[src/fanpw_params.svh]
// Offsets, field positions, reset values and timing counts of the fan ramp block
`ifndef FANPW_PARAMS_SVH
`define FANPW_PARAMS_SVH

// ----------------------------------------
// Register offsets
// ----------------------------------------
`define FANPW_ADDR_SMOOTH 8'h62
`define FANPW_ADDR_BELOW_START_HOLD_ONE 8'h64
`define FANPW_ADDR_MIN2 8'h65
`define FANPW_ADDR_MIN3 8'h66
`define FANPW_ADDR_APPLIED1 8'ha0
`define FANPW_ADDR_APPLIED2 8'ha1
`define FANPW_ADDR_APPLIED3 8'ha2

// ----------------------------------------
// Field positions, reset values and duty limits
// ----------------------------------------
`define FANPW_THIRD_RATE_LSB 0
`define FANPW_THIRD_ON_BIT 3
`define FANPW_SECOND_RATE_LSB 4
`define FANPW_SECOND_ON_BIT 7
`define FANPW_SMOOTH_RST 8'h00
`define FANPW_MIN_RST 8'h80
`define FANPW_DUTY_OFF 8'h00
`define FANPW_DUTY_FULL 8'hff

// ----------------------------------------
// Step per time slot for each rate code
// ----------------------------------------
`define FANPW_STEP0 8'd1
`define FANPW_STEP1 8'd2
`define FANPW_STEP2 8'd3
`define FANPW_STEP3 8'd5
`define FANPW_STEP4 8'd8
`define FANPW_STEP5 8'd12
`define FANPW_STEP6 8'd24
`define FANPW_STEP7 8'd48

// ----------------------------------------
// Timing
// ----------------------------------------
`define FANPW_CLK_KHZ 64'd200000
`define FANPW_RAMP_FULL_MS 64'd35000
`define FANPW_RAMP_SPAN 64'd171
`define FANPW_SLOT_CYCLES (`FANPW_RAMP_FULL_MS * `FANPW_CLK_KHZ / `FANPW_RAMP_SPAN)
`define FANPW_PWM_PRESCALE 30

`endif

[src/fanpw_pkg.sv]
// Types shared by the fan ramp block
`default_nettype none
package fanpw_pkg;
  typedef logic [7:0] fanpw_duty_t;
  typedef logic [2:0] fanpw_rate_t;
  typedef enum {FANPW_SRC_MANUAL, FANPW_SRC_AUTO, FANPW_SRC_OFF, FANPW_SRC_FLOOR} fanpw_src_e;
  typedef enum {FANPW_HOLD, FANPW_RISE, FANPW_FALL} fanpw_dir_e;
endpackage
`default_nettype wire

[src/fanpw_ramp.sv]
// Duty smoother that steps one output toward its target once per time slot
`timescale 1ns/1ps
`default_nettype none
`include "fanpw_params.svh"
module fanpw_ramp (
  input wire logic clk,
  input wire logic rst,
  input wire logic smooth_on,
  input wire fanpw_pkg::fanpw_rate_t rate,
  input wire fanpw_pkg::fanpw_duty_t target,
  input wire logic slot_tick,
  output fanpw_pkg::fanpw_duty_t duty
);
  import fanpw_pkg::*;

  // ----------------------------------------
  // Step decode
  // ----------------------------------------
  function automatic fanpw_duty_t step_of(input fanpw_rate_t code);
    case (code)
      3'h0: step_of = `FANPW_STEP0;
      3'h1: step_of = `FANPW_STEP1;
      3'h2: step_of = `FANPW_STEP2;
      3'h3: step_of = `FANPW_STEP3;
      3'h4: step_of = `FANPW_STEP4;
      3'h5: step_of = `FANPW_STEP5;
      3'h6: step_of = `FANPW_STEP6;
      default: step_of = `FANPW_STEP7;
    endcase
  endfunction

  fanpw_dir_e dir;
  fanpw_duty_t step;
  fanpw_duty_t gap_up;
  fanpw_duty_t gap_down;
  fanpw_duty_t next_duty;

  assign step = step_of(rate);
  assign gap_up = target - duty;
  assign gap_down = duty - target;
  assign dir = (target > duty) ? FANPW_RISE : (target < duty) ? FANPW_FALL : FANPW_HOLD;

  always_comb begin
    next_duty = duty;
    if (!smooth_on) begin
      next_duty = target;
    end else if (slot_tick) begin
      case (dir)
        FANPW_RISE: next_duty = (gap_up <= step) ? target : duty + step;
        FANPW_FALL: next_duty = (gap_down <= step) ? target : duty - step;
        FANPW_HOLD: next_duty = duty;
        default: next_duty = duty;
      endcase
    end
  end

  always_ff @(posedge clk) begin
    if (rst) begin
      duty <= `FANPW_DUTY_OFF;
    end else begin
      duty <= next_duty;
    end
  end

  // ----------------------------------------
  // Checks
  // ----------------------------------------
  a_direct_apply: assert property (@(posedge clk) disable iff (rst)
    !smooth_on |=> duty == $past(target))
    else $error("Unsmoothed duty did not follow target");
  a_step_bound: assert property (@(posedge clk) disable iff (rst)
    smooth_on && slot_tick |=> ((duty >= $past(duty)) ? (duty - $past(duty))
      : ($past(duty) - duty)) <= step_of($past(rate)))
    else $error("Duty moved more than one step");
  a_no_overshoot: assert property (@(posedge clk) disable iff (rst)
    smooth_on && slot_tick && duty < target |=> duty > $past(duty) && duty <= $past(target))
    else $error("Rising duty overshot or stalled");
  a_idle_hold: assert property (@(posedge clk) disable iff (rst)
    smooth_on && !slot_tick |=> duty == $past(duty))
    else $error("Smoothed duty moved between slots");
endmodule
`default_nettype wire

[src/fanpw_gen.sv]
// Duty-cycle pulse generator for one fan drive output
`timescale 1ns/1ps
`default_nettype none
`include "fanpw_params.svh"
module fanpw_gen #(
  parameter int unsigned PRESCALE = `FANPW_PWM_PRESCALE
) (
  input wire logic clk,
  input wire logic rst,
  input wire fanpw_pkg::fanpw_duty_t duty,
  output logic drive
);
  import fanpw_pkg::*;

  logic [15:0] pre_cnt;
  fanpw_duty_t phase;
  logic pre_wrap;

  assign pre_wrap = (pre_cnt == 16'(PRESCALE - 1));

  always_ff @(posedge clk) begin
    if (rst) begin
      pre_cnt <= 16'h0000;
      phase <= 8'h00;
      drive <= 1'b0;
    end else begin
      pre_cnt <= pre_wrap ? 16'h0000 : pre_cnt + 16'h0001;
      phase <= pre_wrap ? phase + 8'h01 : phase;
      drive <= (duty == `FANPW_DUTY_FULL) || (phase < duty);
    end
  end

  a_full_drive: assert property (@(posedge clk) disable iff (rst)
    duty == `FANPW_DUTY_FULL |=> drive)
    else $error("Full duty did not hold the drive high");
  a_off_drive: assert property (@(posedge clk) disable iff (rst)
    duty == `FANPW_DUTY_OFF |=> !drive)
    else $error("Zero duty let the drive go high");
endmodule
`default_nettype wire

[src/fanpw_top.sv]
// Fan ramp smoothing and minimum duty block with register port and three drives
//
// The address-and-strobe port was decided locally.
`timescale 1ns/1ps
`default_nettype none
`include "fanpw_params.svh"
module fanpw_top #(
  parameter int unsigned SLOT_CYCLES = 32'(`FANPW_SLOT_CYCLES),
  parameter int unsigned PWM_PRESCALE = `FANPW_PWM_PRESCALE
) (
  input wire logic CLK_SYS,
  input wire logic RST,
  input wire logic [7:0] REG_ADDR,
  input wire logic [7:0] REG_WDATA,
  input wire logic REG_WR,
  input wire logic REG_RD,
  output logic [7:0] REG_RDATA,
  input wire logic AUTO_MODE,
  input wire fanpw_pkg::fanpw_duty_t CALC_DUTY_ONE,
  input wire fanpw_pkg::fanpw_duty_t CALC_DUTY_TWO,
  input wire fanpw_pkg::fanpw_duty_t CALC_DUTY_THREE,
  input wire logic [2:0] BELOW_START,
  input wire logic [2:0] BELOW_START_HOLD,
  output logic FAN_DRIVE_ONE,
  output logic FAN_DRIVE_TWO,
  output logic FAN_DRIVE_THREE
);
  import fanpw_pkg::*;

  // ----------------------------------------
  // Register state
  // ----------------------------------------
  logic [7:0] smooth_ctrl;
  fanpw_duty_t minimum_duty [3];
  logic [31:0] slot_cnt;
  logic slot_tick;

  // ----------------------------------------
  // Address decode
  // ----------------------------------------
  function automatic logic [2:0] hit3(input logic [7:0] addr, input logic [7:0] base);
    hit3 = {addr == base + 8'h02, addr == base + 8'h01, addr == base};
  endfunction

  wire hit_smooth;
  wire [2:0] hit_min;
  wire [2:0] hit_applied;
  wire wr_smooth;
  wire [2:0] wr_min;

  assign hit_smooth = (REG_ADDR == `FANPW_ADDR_SMOOTH);
  assign hit_min = hit3(REG_ADDR, `FANPW_ADDR_BELOW_START_HOLD_ONE);
  assign hit_applied = hit3(REG_ADDR, `FANPW_ADDR_APPLIED1);
  assign wr_smooth = REG_WR && hit_smooth;
  assign wr_min = (REG_WR && !AUTO_MODE) ? hit_min : 3'b000;

  // ----------------------------------------
  // Control fields
  // ----------------------------------------
  wire fanpw_rate_t third_output_ramp_rate;
  wire fanpw_rate_t second_output_ramp_rate;
  wire third_output_smooth_on;
  wire second_output_smooth_on;

  assign third_output_ramp_rate = smooth_ctrl[`FANPW_THIRD_RATE_LSB +: 3];
  assign third_output_smooth_on = smooth_ctrl[`FANPW_THIRD_ON_BIT];
  assign second_output_ramp_rate = smooth_ctrl[`FANPW_SECOND_RATE_LSB +: 3];
  assign second_output_smooth_on = smooth_ctrl[`FANPW_SECOND_ON_BIT];

  // ----------------------------------------
  // Register writes
  // ----------------------------------------
  always_ff @(posedge CLK_SYS) begin
    if (RST) begin
      smooth_ctrl <= `FANPW_SMOOTH_RST;
    end else if (wr_smooth) begin
      smooth_ctrl <= REG_WDATA;
    end
  end

  genvar g;
  generate
    for (g = 0; g < 3; g++) begin : g_min
      always_ff @(posedge CLK_SYS) begin
        if (RST) begin
          minimum_duty[g] <= `FANPW_MIN_RST;
        end else if (wr_min[g]) begin
          minimum_duty[g] <= REG_WDATA;
        end
      end
    end
  endgenerate

  // ----------------------------------------
  // Time slot
  // ----------------------------------------
  assign slot_tick = (slot_cnt == SLOT_CYCLES - 32'd1);

  always_ff @(posedge CLK_SYS) begin
    if (RST) begin
      slot_cnt <= 32'h00000000;
    end else begin
      slot_cnt <= slot_tick ? 32'h00000000 : slot_cnt + 32'h00000001;
    end
  end

  // ----------------------------------------
  // Duty source per output
  // ----------------------------------------
  fanpw_duty_t calc_duty [3];
  fanpw_duty_t cmd_duty [3];
  fanpw_duty_t applied_duty [3];
  fanpw_src_e src [3];
  logic smooth_on [3];
  fanpw_rate_t ramp_rate [3];
  logic drive [3];

  assign calc_duty[0] = CALC_DUTY_ONE;
  assign calc_duty[1] = CALC_DUTY_TWO;
  assign calc_duty[2] = CALC_DUTY_THREE;
  assign smooth_on[0] = 1'b0;
  assign smooth_on[1] = second_output_smooth_on;
  assign smooth_on[2] = third_output_smooth_on;
  assign ramp_rate[0] = 3'h0;
  assign ramp_rate[1] = second_output_ramp_rate;
  assign ramp_rate[2] = third_output_ramp_rate;

  generate
    for (g = 0; g < 3; g++) begin : g_out
      always_comb begin
        if (!AUTO_MODE) begin
          src[g] = FANPW_SRC_MANUAL;
        end else if (!BELOW_START[g]) begin
          src[g] = FANPW_SRC_AUTO;
        end else if (BELOW_START_HOLD[g]) begin
          src[g] = FANPW_SRC_FLOOR;
        end else begin
          src[g] = FANPW_SRC_OFF;
        end
      end

      always_comb begin
        case (src[g])
          FANPW_SRC_MANUAL: cmd_duty[g] = calc_duty[g];
          FANPW_SRC_AUTO: cmd_duty[g] = calc_duty[g];
          FANPW_SRC_FLOOR: cmd_duty[g] = minimum_duty[g];
          FANPW_SRC_OFF: cmd_duty[g] = `FANPW_DUTY_OFF;
          default: cmd_duty[g] = `FANPW_DUTY_OFF;
        endcase
      end

      fanpw_ramp u_ramp (
        .clk(CLK_SYS),
        .rst(RST),
        .smooth_on(smooth_on[g]),
        .rate(ramp_rate[g]),
        .target(cmd_duty[g]),
        .slot_tick(slot_tick),
        .duty(applied_duty[g])
      );

      fanpw_gen #(
        .PRESCALE(PWM_PRESCALE)
      ) u_gen (
        .clk(CLK_SYS),
        .rst(RST),
        .duty(applied_duty[g]),
        .drive(drive[g])
      );
    end
  endgenerate

  assign FAN_DRIVE_ONE = drive[0];
  assign FAN_DRIVE_TWO = drive[1];
  assign FAN_DRIVE_THREE = drive[2];

  // ----------------------------------------
  // Register reads
  // ----------------------------------------
  wire [7:0] read_sel;
  wire [7:0] next_rdata;

  assign read_sel = hit_smooth ? smooth_ctrl :
                    hit_min[0] ? minimum_duty[0] :
                    hit_min[1] ? minimum_duty[1] :
                    hit_min[2] ? minimum_duty[2] :
                    hit_applied[0] ? applied_duty[0] :
                    hit_applied[1] ? applied_duty[1] :
                    hit_applied[2] ? applied_duty[2] : 8'h00;
  assign next_rdata = REG_RD ? read_sel : 8'h00;

  always_ff @(posedge CLK_SYS) begin
    if (RST) begin
      REG_RDATA <= 8'h00;
    end else begin
      REG_RDATA <= next_rdata;
    end
  end

  // ----------------------------------------
  // Checks
  // ----------------------------------------
  a_smooth_reset: assert property (@(posedge CLK_SYS)
    RST |=> smooth_ctrl == `FANPW_SMOOTH_RST && !second_output_smooth_on
      && !third_output_smooth_on)
    else $error("Smoothing control not cleared by reset");
  a_min_reset: assert property (@(posedge CLK_SYS)
    RST |=> minimum_duty[0] == 8'h80 && minimum_duty[1] == 8'h80 && minimum_duty[2] == 8'h80)
    else $error("Minimum duty not at half after reset");
  a_min_write_lock: assert property (@(posedge CLK_SYS) disable iff (RST)
    REG_WR && AUTO_MODE && REG_ADDR == `FANPW_ADDR_MIN2
      |=> minimum_duty[1] == $past(minimum_duty[1]))
    else $error("Minimum duty changed in automatic mode");
  a_min_write_take: assert property (@(posedge CLK_SYS) disable iff (RST)
    REG_WR && !AUTO_MODE && REG_ADDR == `FANPW_ADDR_MIN3
      |=> minimum_duty[2] == $past(REG_WDATA) ##1 REG_RD && REG_ADDR == `FANPW_ADDR_MIN3
      |=> REG_RDATA == minimum_duty[2])
    else $error("Minimum duty write not taken or not read back");
  a_floor_off: assert property (@(posedge CLK_SYS) disable iff (RST)
    AUTO_MODE && BELOW_START[0] && !BELOW_START_HOLD[0] |=> applied_duty[0] == 8'h00)
    else $error("Output one not off below start");
  a_floor_min: assert property (@(posedge CLK_SYS) disable iff (RST)
    AUTO_MODE && BELOW_START[0] && BELOW_START_HOLD[0]
      |=> applied_duty[0] == $past(minimum_duty[0]))
    else $error("Output one not at minimum below start");
  a_ctrl_readback: assert property (@(posedge CLK_SYS) disable iff (RST)
    REG_RD && REG_ADDR == `FANPW_ADDR_SMOOTH |=> REG_RDATA == $past(smooth_ctrl))
    else $error("Smoothing control read back wrong");
  a_read_idle_zero: assert property (@(posedge CLK_SYS) disable iff (RST)
    !REG_RD |=> REG_RDATA == 8'h00)
    else $error("Read data not zero outside a read");
  a_slot_period: assert property (@(posedge CLK_SYS) disable iff (RST)
    slot_tick |=> !slot_tick && slot_cnt == 32'd0)
    else $error("Time slot counter did not restart");

  a_slot_count: assert property (@(posedge CLK_SYS) disable iff (RST)
    !slot_tick |=> slot_cnt == $past(slot_cnt) + 32'd1)
    else $error("Time slot counter did not advance");

  // ----------------------------------------
  // Control field and readback checks
  // ----------------------------------------
  a_third_rate_take: assert property (@(posedge CLK_SYS) disable iff (RST)
    REG_WR && REG_ADDR == `FANPW_ADDR_SMOOTH
      |=> third_output_ramp_rate == $past(REG_WDATA[`FANPW_THIRD_RATE_LSB +: 3]))
    else $error("Third output rate field not written");

  a_third_on_take: assert property (@(posedge CLK_SYS) disable iff (RST)
    REG_WR && REG_ADDR == `FANPW_ADDR_SMOOTH
      |=> third_output_smooth_on == $past(REG_WDATA[`FANPW_THIRD_ON_BIT]))
    else $error("Third output enable bit not written");

  a_second_rate_take: assert property (@(posedge CLK_SYS) disable iff (RST)
    REG_WR && REG_ADDR == `FANPW_ADDR_SMOOTH
      |=> second_output_ramp_rate == $past(REG_WDATA[`FANPW_SECOND_RATE_LSB +: 3]))
    else $error("Second output rate field not written");

  a_second_on_take: assert property (@(posedge CLK_SYS) disable iff (RST)
    REG_WR && REG_ADDR == `FANPW_ADDR_SMOOTH
      |=> second_output_smooth_on == $past(REG_WDATA[`FANPW_SECOND_ON_BIT]))
    else $error("Second output enable bit not written");

  a_min_readback: assert property (@(posedge CLK_SYS) disable iff (RST)
    REG_RD && REG_ADDR == `FANPW_ADDR_BELOW_START_HOLD_ONE |=> REG_RDATA == $past(minimum_duty[0]))
    else $error("Minimum duty one read back wrong");

  a_applied_readback: assert property (@(posedge CLK_SYS) disable iff (RST)
    REG_RD && REG_ADDR == `FANPW_ADDR_APPLIED3 |=> REG_RDATA == $past(applied_duty[2]))
    else $error("Applied duty three read back wrong");

  // ----------------------------------------
  // Lock and source checks
  // ----------------------------------------
  a_min_one_lock: assert property (@(posedge CLK_SYS) disable iff (RST)
    REG_WR && AUTO_MODE && REG_ADDR == `FANPW_ADDR_BELOW_START_HOLD_ONE
      |=> minimum_duty[0] == $past(minimum_duty[0]))
    else $error("Minimum duty one changed in automatic mode");

  a_min_three_lock: assert property (@(posedge CLK_SYS) disable iff (RST)
    REG_WR && AUTO_MODE && REG_ADDR == `FANPW_ADDR_MIN3
      |=> minimum_duty[2] == $past(minimum_duty[2]))
    else $error("Minimum duty three changed in automatic mode");

  a_one_direct: assert property (@(posedge CLK_SYS) disable iff (RST)
    !AUTO_MODE |=> applied_duty[0] == $past(CALC_DUTY_ONE))
    else $error("Output one did not follow its duty");

  a_two_direct: assert property (@(posedge CLK_SYS) disable iff (RST)
    !AUTO_MODE && !second_output_smooth_on |=> applied_duty[1] == $past(CALC_DUTY_TWO))
    else $error("Unsmoothed output two did not follow its duty");

  a_three_direct: assert property (@(posedge CLK_SYS) disable iff (RST)
    !AUTO_MODE && !third_output_smooth_on |=> applied_duty[2] == $past(CALC_DUTY_THREE))
    else $error("Unsmoothed output three did not follow its duty");

  a_auto_follow: assert property (@(posedge CLK_SYS) disable iff (RST)
    AUTO_MODE && !BELOW_START[0] |=> applied_duty[0] == $past(CALC_DUTY_ONE))
    else $error("Output one not at its duty above start");

  a_two_floor_off: assert property (@(posedge CLK_SYS) disable iff (RST)
    AUTO_MODE && BELOW_START[1] && !BELOW_START_HOLD[1] && !second_output_smooth_on
      |=> applied_duty[1] == 8'h00)
    else $error("Output two not off below start");

  a_three_floor_min: assert property (@(posedge CLK_SYS) disable iff (RST)
    AUTO_MODE && BELOW_START[2] && BELOW_START_HOLD[2] && !third_output_smooth_on
      |=> applied_duty[2] == $past(minimum_duty[2]))
    else $error("Output three not at minimum below start");

  a_two_tick_hold: assert property (@(posedge CLK_SYS) disable iff (RST)
    second_output_smooth_on && !slot_tick |=> applied_duty[1] == $past(applied_duty[1]))
    else $error("Smoothed output two moved between slots");
endmodule
`default_nettype wire

[config.mk]
export PLATFORM = sky130hd
export DESIGN_NAME = fanpw_top
export DESIGN_NICKNAME = d
export VERILOG_FILES = /design/src/fanpw_pkg.sv /design/src/fanpw_ramp.sv /design/src/fanpw_gen.sv /design/src/fanpw_top.sv
export VERILOG_INCLUDE_DIRS = /design/src
export SDC_FILE = /design/constraint.sdc
export NUM_CORES = 1
export LEC_CHECK = 0
export CAP_MARGIN = 30
export CORE_MARGIN = 8
export CORE_UTILIZATION = 60
export CTS_BUF_LIST = sky130_fd_sc_hd__clkbuf_8
export DETAILED_ROUTE_END_ITERATION = 8
export DONT_BUFFER_PORTS = 1
export GPL_TIMING_DRIVEN = 0
export PLACE_DENSITY = 0.84
export SETUP_SLACK_MARGIN = 0.15
export SYNTH_ARGS = -nofsm -noshare
export SYNTH_HDL_FRONTEND = slang
export SYNTH_HIERARCHICAL = 1
export SYNTH_SLANG_ARGS = --single-unit
[constraint.sdc]
create_clock -name CLK_SYS -period 5 [get_ports CLK_SYS]
set_input_delay 0.75 -clock CLK_SYS [delete_from_list [all_inputs] [get_ports CLK_SYS]]
set_output_delay 0.75 -clock CLK_SYS [all_outputs]
set_load 0.005 [all_outputs]
* Word level (Yosys, flattened, before mapping)
Memories as Yosys holds them, arrays and structs flattened.
Index checks and enable logic that the tools add are counted.
** Storage, ports and cells
- Word-level logic and storage cells :: 157
- Register bits :: 147
- Bits in latches :: 0
- Output and inout bits :: 11
- Memories :: 1
- Memory bits (writable) :: 24
- Bits in read-only memories :: 0
** Memories
- minimum_duty :: words 3, width 8, read ports 3, clocked after memory_dff 0, wr ports 3, line fanpw_top.sv:34 : fanpw_duty_t minimum_duty [3];
** Cells by class
- Muxes and demuxes :: 50
- Multipliers :: 0
- Shift operators :: 0
- Equal/unequal tests :: 40
- Bitwise operators :: 4
- Magnitude comparators :: 11
- $add $sub $neg :: 15
- Div/mod/pow operators :: 0
- Reduce and logical (&&, ||, !) cells :: 21
** Operators with widths (number)
- two-way mux 8 bit :: 18
- == test 32 x 1 -> 1 bit (second input constant) :: 4
- == test 32 x 2 -> 1 bit (second input constant) :: 4
- logical NOT 32 bit :: 3
- case mux 6 bit (7 select lines) :: 2
- case mux 8 bit (2 select lines) :: 5
- two-way mux 32 bit :: 2
- adder 16 x 1 -> 16 bit (second input constant) :: 3
- == test 16 x 5 -> 1 bit (second input constant) :: 3
- == test 8 bit (second input constant) :: 6
- less-than comparator 8 bit :: 5
- adder 32 x 1 -> 32 bit (second input constant) :: 1
- == test 32 x 26 -> 1 bit (second input constant) :: 1
- == test 8 x 7 -> 1 bit (second input constant) :: 4
- less-or-equal comparator 8 x 6 -> 1 bit :: 4
- subtractor 8 bit :: 4
- adder 8 x 1 -> 8 bit (second input constant) :: 3
- == test 3 bit (second input constant) :: 6
- adder 8 x 6 -> 8 bit :: 2
- greater-than comparator 8 bit :: 2
- two-way mux 2 bit :: 8
- OR reduction 2 bit :: 8
- subtractor 8 x 6 -> 8 bit :: 2
- two-way mux 1 bit :: 14
- other kinds (14) :: 27

* Longest topological paths before layout
Gate-level depths: netlist of run 1.
- Depth in word-level cells :: 13
- Gate-level depth with buffers :: 20
- Mapped depth without buffers :: 19

* Cells and area by module
The synthesis of run 1 kept the hierarchy.
** Modules (own cells, without submodules)
- fanpw_top :: times used 1, seq. area each 1681.6 um2, cells an instance 452, area an instance 3970.1 um2
- fanpw_gen :: times used 3, seq. area each 500.5 um2, cells an instance 155, area an instance 1318.8 um2
- fanpw_ramp at g_out[2].u_ramp :: times used 1, seq. area each 160.2 um2, cells an instance 277, area an instance 2124.5 um2
- fanpw_ramp at g_out[0].u_ramp :: times used 1, seq. area each 160.2 um2, cells an instance 280, area an instance 2114.5 um2
- fanpw_ramp at g_out[1].u_ramp :: times used 1, seq. area each 160.2 um2, cells an instance 273, area an instance 2075.7 um2

* Worst setup path after synthesis of run 1
OpenSTA, ideal clock, no wires.
- Path type :: input -> register
- Start point :: input BELOW_START_HOLD[2]
- End point :: register g_out[2].u_ramp.duty[1]
- Path buffers :: 1
- Arrival time :: 4.610 ns
- Path slack :: 0.331 ns
- Stages on the path :: 17
- Path through :: buf_1 -> nand2_1 -> o21ai_0 -> inv_1 -> ha_1 -> nor2b_1 -> o21ba_1 -> or3_4 -> xor2_1 -> ha_1 -> a2111oi_0 -> a21oi_1 -> a211oi_1 -> nand2_2 -> mux2_4 -> a2111oi_2 -> a31o_1
** RTL lines
- from (decl) :: line fanpw_top.sv:23 : input wire logic [2:0] BELOW_START_HOLD,
- to (signal assigned) :: line fanpw_ramp.sv:59 : duty <= `FANPW_DUTY_OFF;
- to (signal assigned) :: line fanpw_ramp.sv:61 : duty <= next_duty;
- to (decl) :: line fanpw_ramp.sv:12 : output fanpw_pkg::fanpw_duty_t duty

==> results by stage, run 1 <==
Floorplan:
- The core region area is 0.0234 mm2.
- For this configuration, the core starts out at a cell density of 60.9%.
- 62 I/O pins were placed.
- In this run the vertical extent of the chip is approximately 170 um.
- The standard-cell row count is 56.
- The overall die area is 0.0289 mm2.
- The die is 170 um wide.

Layout:
- The growth of design area from synthesis to finish is 6.52%.
- The net count reported at finish is between 1500 and 2000.
- The fraction of the core area covered by cells at the end of the flow is roughly two thirds.
- The non-filler instance count after layout is between 2000 and 2500.
- The post-route netlist has 6.90% of its cells at a drive strength greater than 1.

Place:
- After legalization and detailed placement, the total HPWL measured about 29 mm.
- In this run, placement finished with an instance count of roughly 2100.
- The worst slack after detailed placement is -0.289 ns.
- At the end of routability-driven placement, the weighted congestion stood at 0.953.
- The number of buffer cells added on primary ports is 0.

Clocking:
- At the later pin of the worst-skew pair, clock insertion delay measures approximately 0.48 ns.
- TritonCTS built the clock tree.
- The buffer cell driving the clock tree root is sky130_fd_sc_hd__clkbuf_8.
- The clock net in this run drives a total of about 170 sinks.
- The clock edge transition at the registers on the reported setup and hold paths is ~0.11 ns.
- The number of setup buffers added after CTS is 0.
- The clock tree buffer depth is 2.
- After clock tree synthesis, the flow added hold-fix buffers numbering 0.
- In this run the number of H-tree levels came out at 4.
- The CTS buffer count is 17.

Synthesis:
- The number of standard cells after synthesis is 1747.
- The synthesized netlist occupies a cell area of roughly 0.014 mm2.
- The total number of yosys warnings is 6.
- After synthesis, the cell types taking the most area are sky130_fd_sc_hd__dfxtp_1, sky130_fd_sc_hd__ha_1, sky130_fd_sc_hd__edfxtp_1.
- The proportion of synthesized chip area in sequential cells is approximately 26%.
- The register bit total from synthesis is roughly 170.
- In this run the biggest area consumer among cell types represents between 20% and 30% of the synthesized area.
- Yosys mapped the design onto 105 distinct sky130hd cell types.
- The average cell area after synthesis is about 8 um2.
- The async set-reset flop share out of synthesis is 0%.
- The dominant register cell in the synthesized netlist is sky130_fd_sc_hd__dfxtp_1.
- The number of synthesized flops with an enable pin is 24.
- The synthesized design spends more area on one cell type than any other, namely sky130_fd_sc_hd__dfxtp_1.

STA:
- Setup violations remaining at the end of the flow were counted as 0.
- The final count of hold timing violations is 0.
- Setup repair after global routing left no endpoint under its margin.
- The worst clock skew on the final layout is roughly 0.024 ns.
- The final period utilization is between 90 and 100%.
- Across all hold checks on the routed design, the worst slack comes to about 0.33 ns.
- The relative slew slack is 47.5%.
- The worst path needs 4.62 ns of the cycle, external delays included.
- The number of max-slew violations in the final report is 0.
- The final worst slack is around 0.38 ns.
- The pin slew with the least headroom to its limit is 0.783 ns.
- The top achievable clock speed is roughly 0.22 GHz.

Detailed routing:
- After detailed routing, the total wire length is 37.6 mm.
- The detail-routed net length per standard cell is 17.7 um.
- The via density per instance is 6.25.
- The number of detailed-routing iterations run before antenna repair is 6.
- The final route contains around 13000 vias.
- The post-route antenna net violation count is 0.
- The iteration-0 DRC count of the detailed router is between 1000 and 1500.
- In the routed design, unresolved DRC markers number 0.

Power:
- Combinational cells account for between 30% and 40% of the total power.
- The net switching power figure is 1380 uW.
- The internal portion of the total power is between 2000 and 2500 uW.
- VDD sags by at most 0.179 mV.
- The cell area power density is roughly 240 mW/mm2.
- The share of total power consumed by net switching is a little under two fifths.
- Overall power consumption after layout is estimated at about 3700 uW.
- The leakage power summed over all cells is ~0.0059 uW.
- The share of power burned in the clock network is ~28%.
- The register share of total power is roughly two fifths.

Global routing:
- The initial antenna violation count came to 2.
- Entering global routing, the biggest net connects 32 pins.
- The wire length of the first global-routing pass is between 60 and 70 mm.
- The total overflow left after global routing is 0.
- The global router's overall resource usage is ~25%.
- The number of global-route vias before repair is ~12000.

Worst setup path:
- The maximum fanout along the worst path is 10.
- The required time of the worst setup path is 5.42 ns.
- The setup check on the worst reg-to-reg path leaves a slack of approximately 0.59 ns.
- The worst setup path is captured at a flip-flop.
- STA puts the critical path data arrival time at 5.03 ns.
- The number of cells on the worst reg-to-reg path is 16.
- By startpoint and endpoint, the worst setup path is classified as input port to flip-flop.
- STA classifies the critical path startpoint as an input port.

Hold path:
- The type of the tightest min-delay check is input port to flip-flop.
- Counting instances, the worst hold path has a depth of 1.

Run:
- The tool flagged a number of max-cap violations equal to 0.

Status:
- The run finished with clean final reports.
-- flip-flops by register name (all words and copies together), names as in the netlist --
register / cells
REG_RDATA: 8
g_out.u_gen/drive: 3
g_out.u_gen/phase: 24
g_out.u_gen/pre_cnt: 48
g_out.u_ramp/duty: 24
minimum_duty: 24
slot_cnt: 32
smooth_ctrl: 8
-- repair_timing --
| item | in CTS | in global routing |
|---|---|---|
| endpoints found under the setup margin | 0 | 17 |
| endpoints found under the hold margin | 0 | 0 |
| gates resized for setup | 0 | 9 |
-- cells in the mapped netlist (8+ instances only) --
cell / count
sky130_fd_sc_hd__inv_1: 155
sky130_fd_sc_hd__nand2_1: 154
sky130_fd_sc_hd__dfxtp_1: 147
sky130_fd_sc_hd__ha_1: 145
sky130_fd_sc_hd__nor2_1: 140
sky130_fd_sc_hd__a21oi_1: 100
sky130_fd_sc_hd__o21ai_0: 92
sky130_fd_sc_hd__nand3_1: 46
sky130_fd_sc_hd__xnor2_1: 46
sky130_fd_sc_hd__nand4_1: 36
sky130_fd_sc_hd__o31ai_1: 35
sky130_fd_sc_hd__xor2_1: 35
sky130_fd_sc_hd__or4_1: 33
sky130_fd_sc_hd__clkbuf_1: 32
sky130_fd_sc_hd__mux2i_1: 31
sky130_fd_sc_hd__and2_1: 29
sky130_fd_sc_hd__nand2b_1: 27
sky130_fd_sc_hd__nor2b_1: 27
sky130_fd_sc_hd__nor4_1: 27
sky130_fd_sc_hd__edfxtp_1: 24
sky130_fd_sc_hd__nor3_1: 24
sky130_fd_sc_hd__a21o_1: 22
sky130_fd_sc_hd__and3_1: 19
sky130_fd_sc_hd__a31oi_1: 18
sky130_fd_sc_hd__o21a_1: 16
sky130_fd_sc_hd__o21bai_1: 15
sky130_fd_sc_hd__or3_1: 14
sky130_fd_sc_hd__a221oi_1: 13
sky130_fd_sc_hd__and4_1: 13
sky130_fd_sc_hd__a211oi_1: 12
sky130_fd_sc_hd__fa_1: 12
sky130_fd_sc_hd__a22oi_1: 10
sky130_fd_sc_hd__buf_2: 9
sky130_fd_sc_hd__o211ai_1: 9
sky130_fd_sc_hd__o2bb2ai_1: 9
sky130_fd_sc_hd__a2111oi_0: 8
sky130_fd_sc_hd__a32oi_1: 8
sky130_fd_sc_hd__o22ai_1: 8
sky130_fd_sc_hd__o31a_1: 8
-- power groups by stage --
stage / Sequential, uW / Combinational [uW] / Clock [uW]
after floorplan: 1490 / 901 / 0
after global placement: 1520 / 1080 / 0
after detailed placement: 1520 / 1110 / 0
after CTS: 1490 / 1120 / 1060
after global routing: 1500 / 1280 / 1120
final: 1500 / 1160 / 1040
-- path summary, 6_finish.rpt --
path                                                 from                         to
worst max register to register         minimum_duty[2][1]    g_out[2].u_ramp/duty[1]
worst min register to register  g_out[0].u_gen/pre_cnt[0]  g_out[0].u_gen/pre_cnt[0]
worst max-delay path                       BELOW_START[2]    g_out[2].u_ramp/duty[1]
worst min-delay path                                  RST    g_out[0].u_ramp/duty[2]
-- stage by stage --
stage | TNS, ns | instance area [um2]
global placement | -4.26 | 14700
detailed placement | -1.99 | 14700
floorplan | 0 | 14300
global route | 0 | 15200
finish | 0 | 15200
CTS | 0 | 15200
-- kinds of logic (layout without fill, tap and decap cells) --
| group | Yosys count | count (layout) | synth area share (%) |
|---|---|---|---|
| flip-flops | 171 | 171 | 25.7 |
| other | 1 | 17 | 0.0263 |
| AO/OA/AOI/OAI | 439 | 439 | 21.0 |
| multiplexers | 39 | 39 | 2.89 |
| adder cells (fa/ha/maj) | 157 | 157 | 14.4 |
| XOR/XNOR | 81 | 81 | 4.98 |
| AND/OR/NAND/NOR | 648 | 648 | 24.8 |
| buffers and inverters | 211 | 245 | 6.14 |
-- worst max-delay path: stages --
cell and delay [ns]:
sky130_fd_sc_hd__nand2_1 0.14, sky130_fd_sc_hd__clkbuf_2 0.24, sky130_fd_sc_hd__nand2_1 0.10, sky130_fd_sc_hd__o21ai_1 0.27
sky130_fd_sc_hd__inv_1 0.16, sky130_fd_sc_hd__ha_1 0.37, sky130_fd_sc_hd__nor2b_1 0.16, sky130_fd_sc_hd__o21ba_1 0.19
sky130_fd_sc_hd__or3_4 0.38, sky130_fd_sc_hd__xor2_1 0.17, sky130_fd_sc_hd__ha_1 0.20, sky130_fd_sc_hd__a2111oi_0 0.40
sky130_fd_sc_hd__a21oi_1 0.19, sky130_fd_sc_hd__a211oi_2 0.33, sky130_fd_sc_hd__nand2_2 0.13, sky130_fd_sc_hd__mux2_4 0.32
sky130_fd_sc_hd__a2111oi_2 0.36, sky130_fd_sc_hd__a31o_1 0.15
-- metal layers --
layer | vias to the layer above | track usage (%) | share of wire [%]
li1 | 6402 | - | -
met1 | 6280 | 31.2 | 42
met2 | 457 | 42.9 | 47
met3 | 87 | 6.07 | 7.2
met4 | 2 | 9.61 | 3.1
met5 | - | 0 | 0.035
-- cell usage in the layout, fill, tap and decap left out, drive strengths merged, types with 24 or more instances in the layout --
master and instances:
nor2 142, dfxtp 147, nand2b 27, nand2 156, edfxtp 24, buf 24
nor3 26, nor4 32, nand4 36, mux2i 31, or4 35, ha 145
inv 162, clkbuf 50, a21oi 103, nor2b 27, xor2 35, o31ai 35
o21ai 96, a21o 24, nand3 53, and2 29, xnor2 46
-- cell type report --
type                    instances  area [um2]
well taps                     319         399
inverters                     155         582
clock buffers                  17         234
diodes                          1        2.50
fillers                      2047        8230
multi-input cells            1380        9770
repair buffers                  2        12.5
plain buffers                  56         295
flip-flops and latches        171        3660
clock inverters                15         211
Power figures use the tool's default switching activity.
==> run 2, diff against run 1 <==
Settings changed: CORE_ASPECT_RATIO set to 1.4, TNS_END_PERCENT set to 20.
==> results by stage, run 2 (synthesized netlist as in run 1, its figures left out) <==
Layout:
- The area used by multi-input combinational logic is 0.00980 mm2.
- In the layout the commonest cells are sky130_fd_sc_hd__inv_1, sky130_fd_sc_hd__nand2_1, sky130_fd_sc_hd__dfxtp_1.
- The fraction of the core area covered by cells at the end of the flow is between 60% and 70%.
- The number of flip-flops under the largest register name is 48.
- The largest registers in the layout are g_out.u_gen/pre_cnt (48), slot_cnt (32).
- The proportion of layout cells with a drive suffix above 1 is under 10%.
- Across the whole layout, storage elements account for around 0.0037 mm2.
- The most common cell after layout, fill and taps aside is sky130_fd_sc_hd__inv_1.
- The growth of design area from synthesis to finish is 5.97%.
- The final standard cell area without fillers is 0.0151 mm2.
- The filler cells instantiated in the layout total 2015.
- The register bank with the most flops is g_out.u_gen/pre_cnt.
- In the final design database the tool counted around 2000 nets.

Power:
- The leakage power summed over all cells is between 0.005 and 0.006 uW.
- IR analysis of the VDD net gives a maximum drop of ~0.18 mV.
- The share of total power consumed by net switching is between 30% and 40%.
- Per report_power, the clock group accounts for about a quarter of the total.
- Power spread over the standard cell area amounts to between 200 and 250 mW/mm2.
- The register share of total power is between 40 and 50%.
- The net switching power figure is roughly 1300 uW.
- The cell-internal power is between 2000 and 2500 uW.
- The combinational cell fraction of total power is between 30% and 40%.
- The post-layout total power is 3610 uW.

Place:
- The congestion estimate from routability-driven global placement came to slightly above 0.9.
- The instance area after placement is between 0.01 and 0.015 mm2.
- The number of buffer cells added on primary ports is 0.
- Once detailed placement completed, the half-perimeter wirelength came to ~30 mm.

STA:
- The number of max-slew violations in the final report was 0.
- The relative slew slack is 37.9%.
- The final period utilization is a little over nine tenths.
- Setup repair after global routing could not meet its margin everywhere.
- At the pin with the least slew margin, the transition time is around 0.93 ns.
- Hold is met by approximately 0.33 ns.
- The minimum clock period after layout is ~4.7 ns.
- The worst clock skew on the final layout is 0.0187 ns.
- The final sum of negative setup slack is 0 ns.
- Setup violations remaining at the end of the flow were counted as 0.
- The final count of hold timing violations was 0.
- For this run, the top clock speed supported by timing is around 0.21 GHz.

Clocking:
- The CTS buffer count is 17.
- The number of buffers inserted for hold repair after clock tree synthesis is 0.
- The buffer cell driving the clock tree root is sky130_fd_sc_hd__clkbuf_8.
- The clock passes through at most 2 buffers.
- TritonCTS built the clock tree.
- The level count of the clock H-tree is 4.
- The clock insertion delay at the later pin of the skew report is around 0.49 ns.
- The clock edge transition at the registers on the reported setup and hold paths is roughly 0.10 ns.
- For this design, the sink count on the clock tree is 171.
- The number of setup buffers added after CTS is 0.

Global routing:
- The busiest layer in global routing is met2.
- In the global route stage, met1 resource usage came out at a little over a quarter.
- The wire length of the first global-routing pass is between 60 and 70 mm.
- The global router's overall resource usage is around a quarter.
- The maximum number of pins on one net before global-route repair is 32.
- The met3 demand-to-capacity share in global routing is roughly 5.5%.
- The total overflow left after global routing is 0.
- The initial antenna violation count came to 2.
- The number of global-route vias before repair was ~13000.
- For this run, global-route usage on met2 was measured as about 45%.

Worst setup path:
- The start-to-end type of the worst setup path is input port to flip-flop.
- The data arrival time of the critical path is approximately 5.1 ns.
- The worst setup path is launched from an input port.
- The required time of the worst setup path is 5.37 ns.
- The source of the critical timing path is BELOW_START[2].
- The critical path endpoint category is a flip-flop.
- The startpoint identified for the worst register-to-register timing path is minimum_duty[2][4].
- The maximum fanout along the worst path is 10.

Floorplan:
- The number of top-level pins is 62.
- In this run the standard cell core region covers between 0.02 and 0.025 mm2.
- The die outline height is 198 um.
- The die width is ~150 um.
- The initial utilization of the core area, before any placement, comes to between 60% and 70%.
- The overall die area is around 0.029 mm2.
- The standard-cell row count is 66.

Run:
- Max-cap violations in this run came to 0.

Detailed routing:
- The via density per instance is 6.36.
- The number of detailed-routing iterations run before antenna repair is 7.
- The post-route antenna net violation count is 0.
- For this block, the via count after detailed routing is between 10000 and 15000.
- The iteration-0 DRC count of the detailed router is roughly 1000.
- For this run, design rule violations remaining after detail routing come to 0.
- In the final routed layout, each cell accounts on average for roughly 18 um.
- The total wire length after detailed routing is approximately 38 mm.

Status:
- The flow ran to the end, and the final reports show no timing, DRC or antenna violations.

Hold path:
- In this run the most critical hold path is launched from RST.
- The type of the tightest min-delay check is input port to flip-flop.
run 2: cell count changes in the layout (fill, tap and decap cells not counted), sizes merged:
| cell | delta |
|---|---|
| clkinv | -6 |
| inv | +4 |
| clkbuf | +2 |
| buf | -2 |
run 2: critical path, stage by stage:
cell                        delay, ns
sky130_fd_sc_hd__nand2_1         0.19
sky130_fd_sc_hd__buf_2           0.28
sky130_fd_sc_hd__nand2_1         0.14
sky130_fd_sc_hd__o21ai_0         0.20
sky130_fd_sc_hd__inv_1           0.12
sky130_fd_sc_hd__ha_1            0.41
sky130_fd_sc_hd__nand3_2         0.13
sky130_fd_sc_hd__o21ba_1         0.16
sky130_fd_sc_hd__or3_4           0.38
sky130_fd_sc_hd__xor2_1          0.15
sky130_fd_sc_hd__ha_1            0.20
sky130_fd_sc_hd__a2111oi_1       0.41
sky130_fd_sc_hd__a21oi_1         0.16
sky130_fd_sc_hd__a211oi_2        0.33
sky130_fd_sc_hd__nand2_2         0.13
sky130_fd_sc_hd__mux2_4          0.33
sky130_fd_sc_hd__a31o_1          0.23
sky130_fd_sc_hd__a221oi_1        0.34
run 2: power by group through the flow:
stage	Sequential [uW]	Combinational, uW	Clock (uW)
floorplan	1490	901	0
finish	1490	1170	945
global route	1500	1300	1010
global placement	1520	1080	0
CTS	1490	1130	959
detailed placement	1520	1120	0
run 2: worst paths after layout:
path	to	depth (start not counted)	slack (ns)
worst max register to register	g_out[2].u_ramp/duty[0]	16	0.58
worst min-delay path	g_out[0].u_ramp/duty[2]	1	0.33
worst max-delay path	g_out[2].u_ramp/duty[0]	18	0.30
worst min register to register	slot_cnt[0]	1	0.47
run 2: what timing repair did:
action / CTS / global route
setup endpoints to repair: 8 / 17
endpoints found under the hold margin: 0 / 0
pin swaps: 0 / 0
resized for setup: 2 / 16
run 2: layout make-up:
cell class	count	share of cell area, %
clock inverters	13	0.688
plain buffers	56	1.96
inverters	155	3.86
diodes	1	0.0166
multi-input cells	1380	64.9
well taps	306	2.54
clock buffers	19	1.73
flip-flops and latches	171	24.3
run 2: through the flow:
stage          std cells  worst slack (ns)
6_report            2101             0.303
5_1_grt             2101             0.103
4_1_cts             2100            0.0877
3_5_place_dp        2068            -0.562
3_3_place_gp        2068            -0.476
2_1_floorplan       1762             0.331
run 2: layer usage:
layer  vias to the layer above  wire (um)
li1                       6405          -
met1                      6256      14500
met2                       551      18600
met3                       152       2840
met4                         0       2500
met5                         -          0
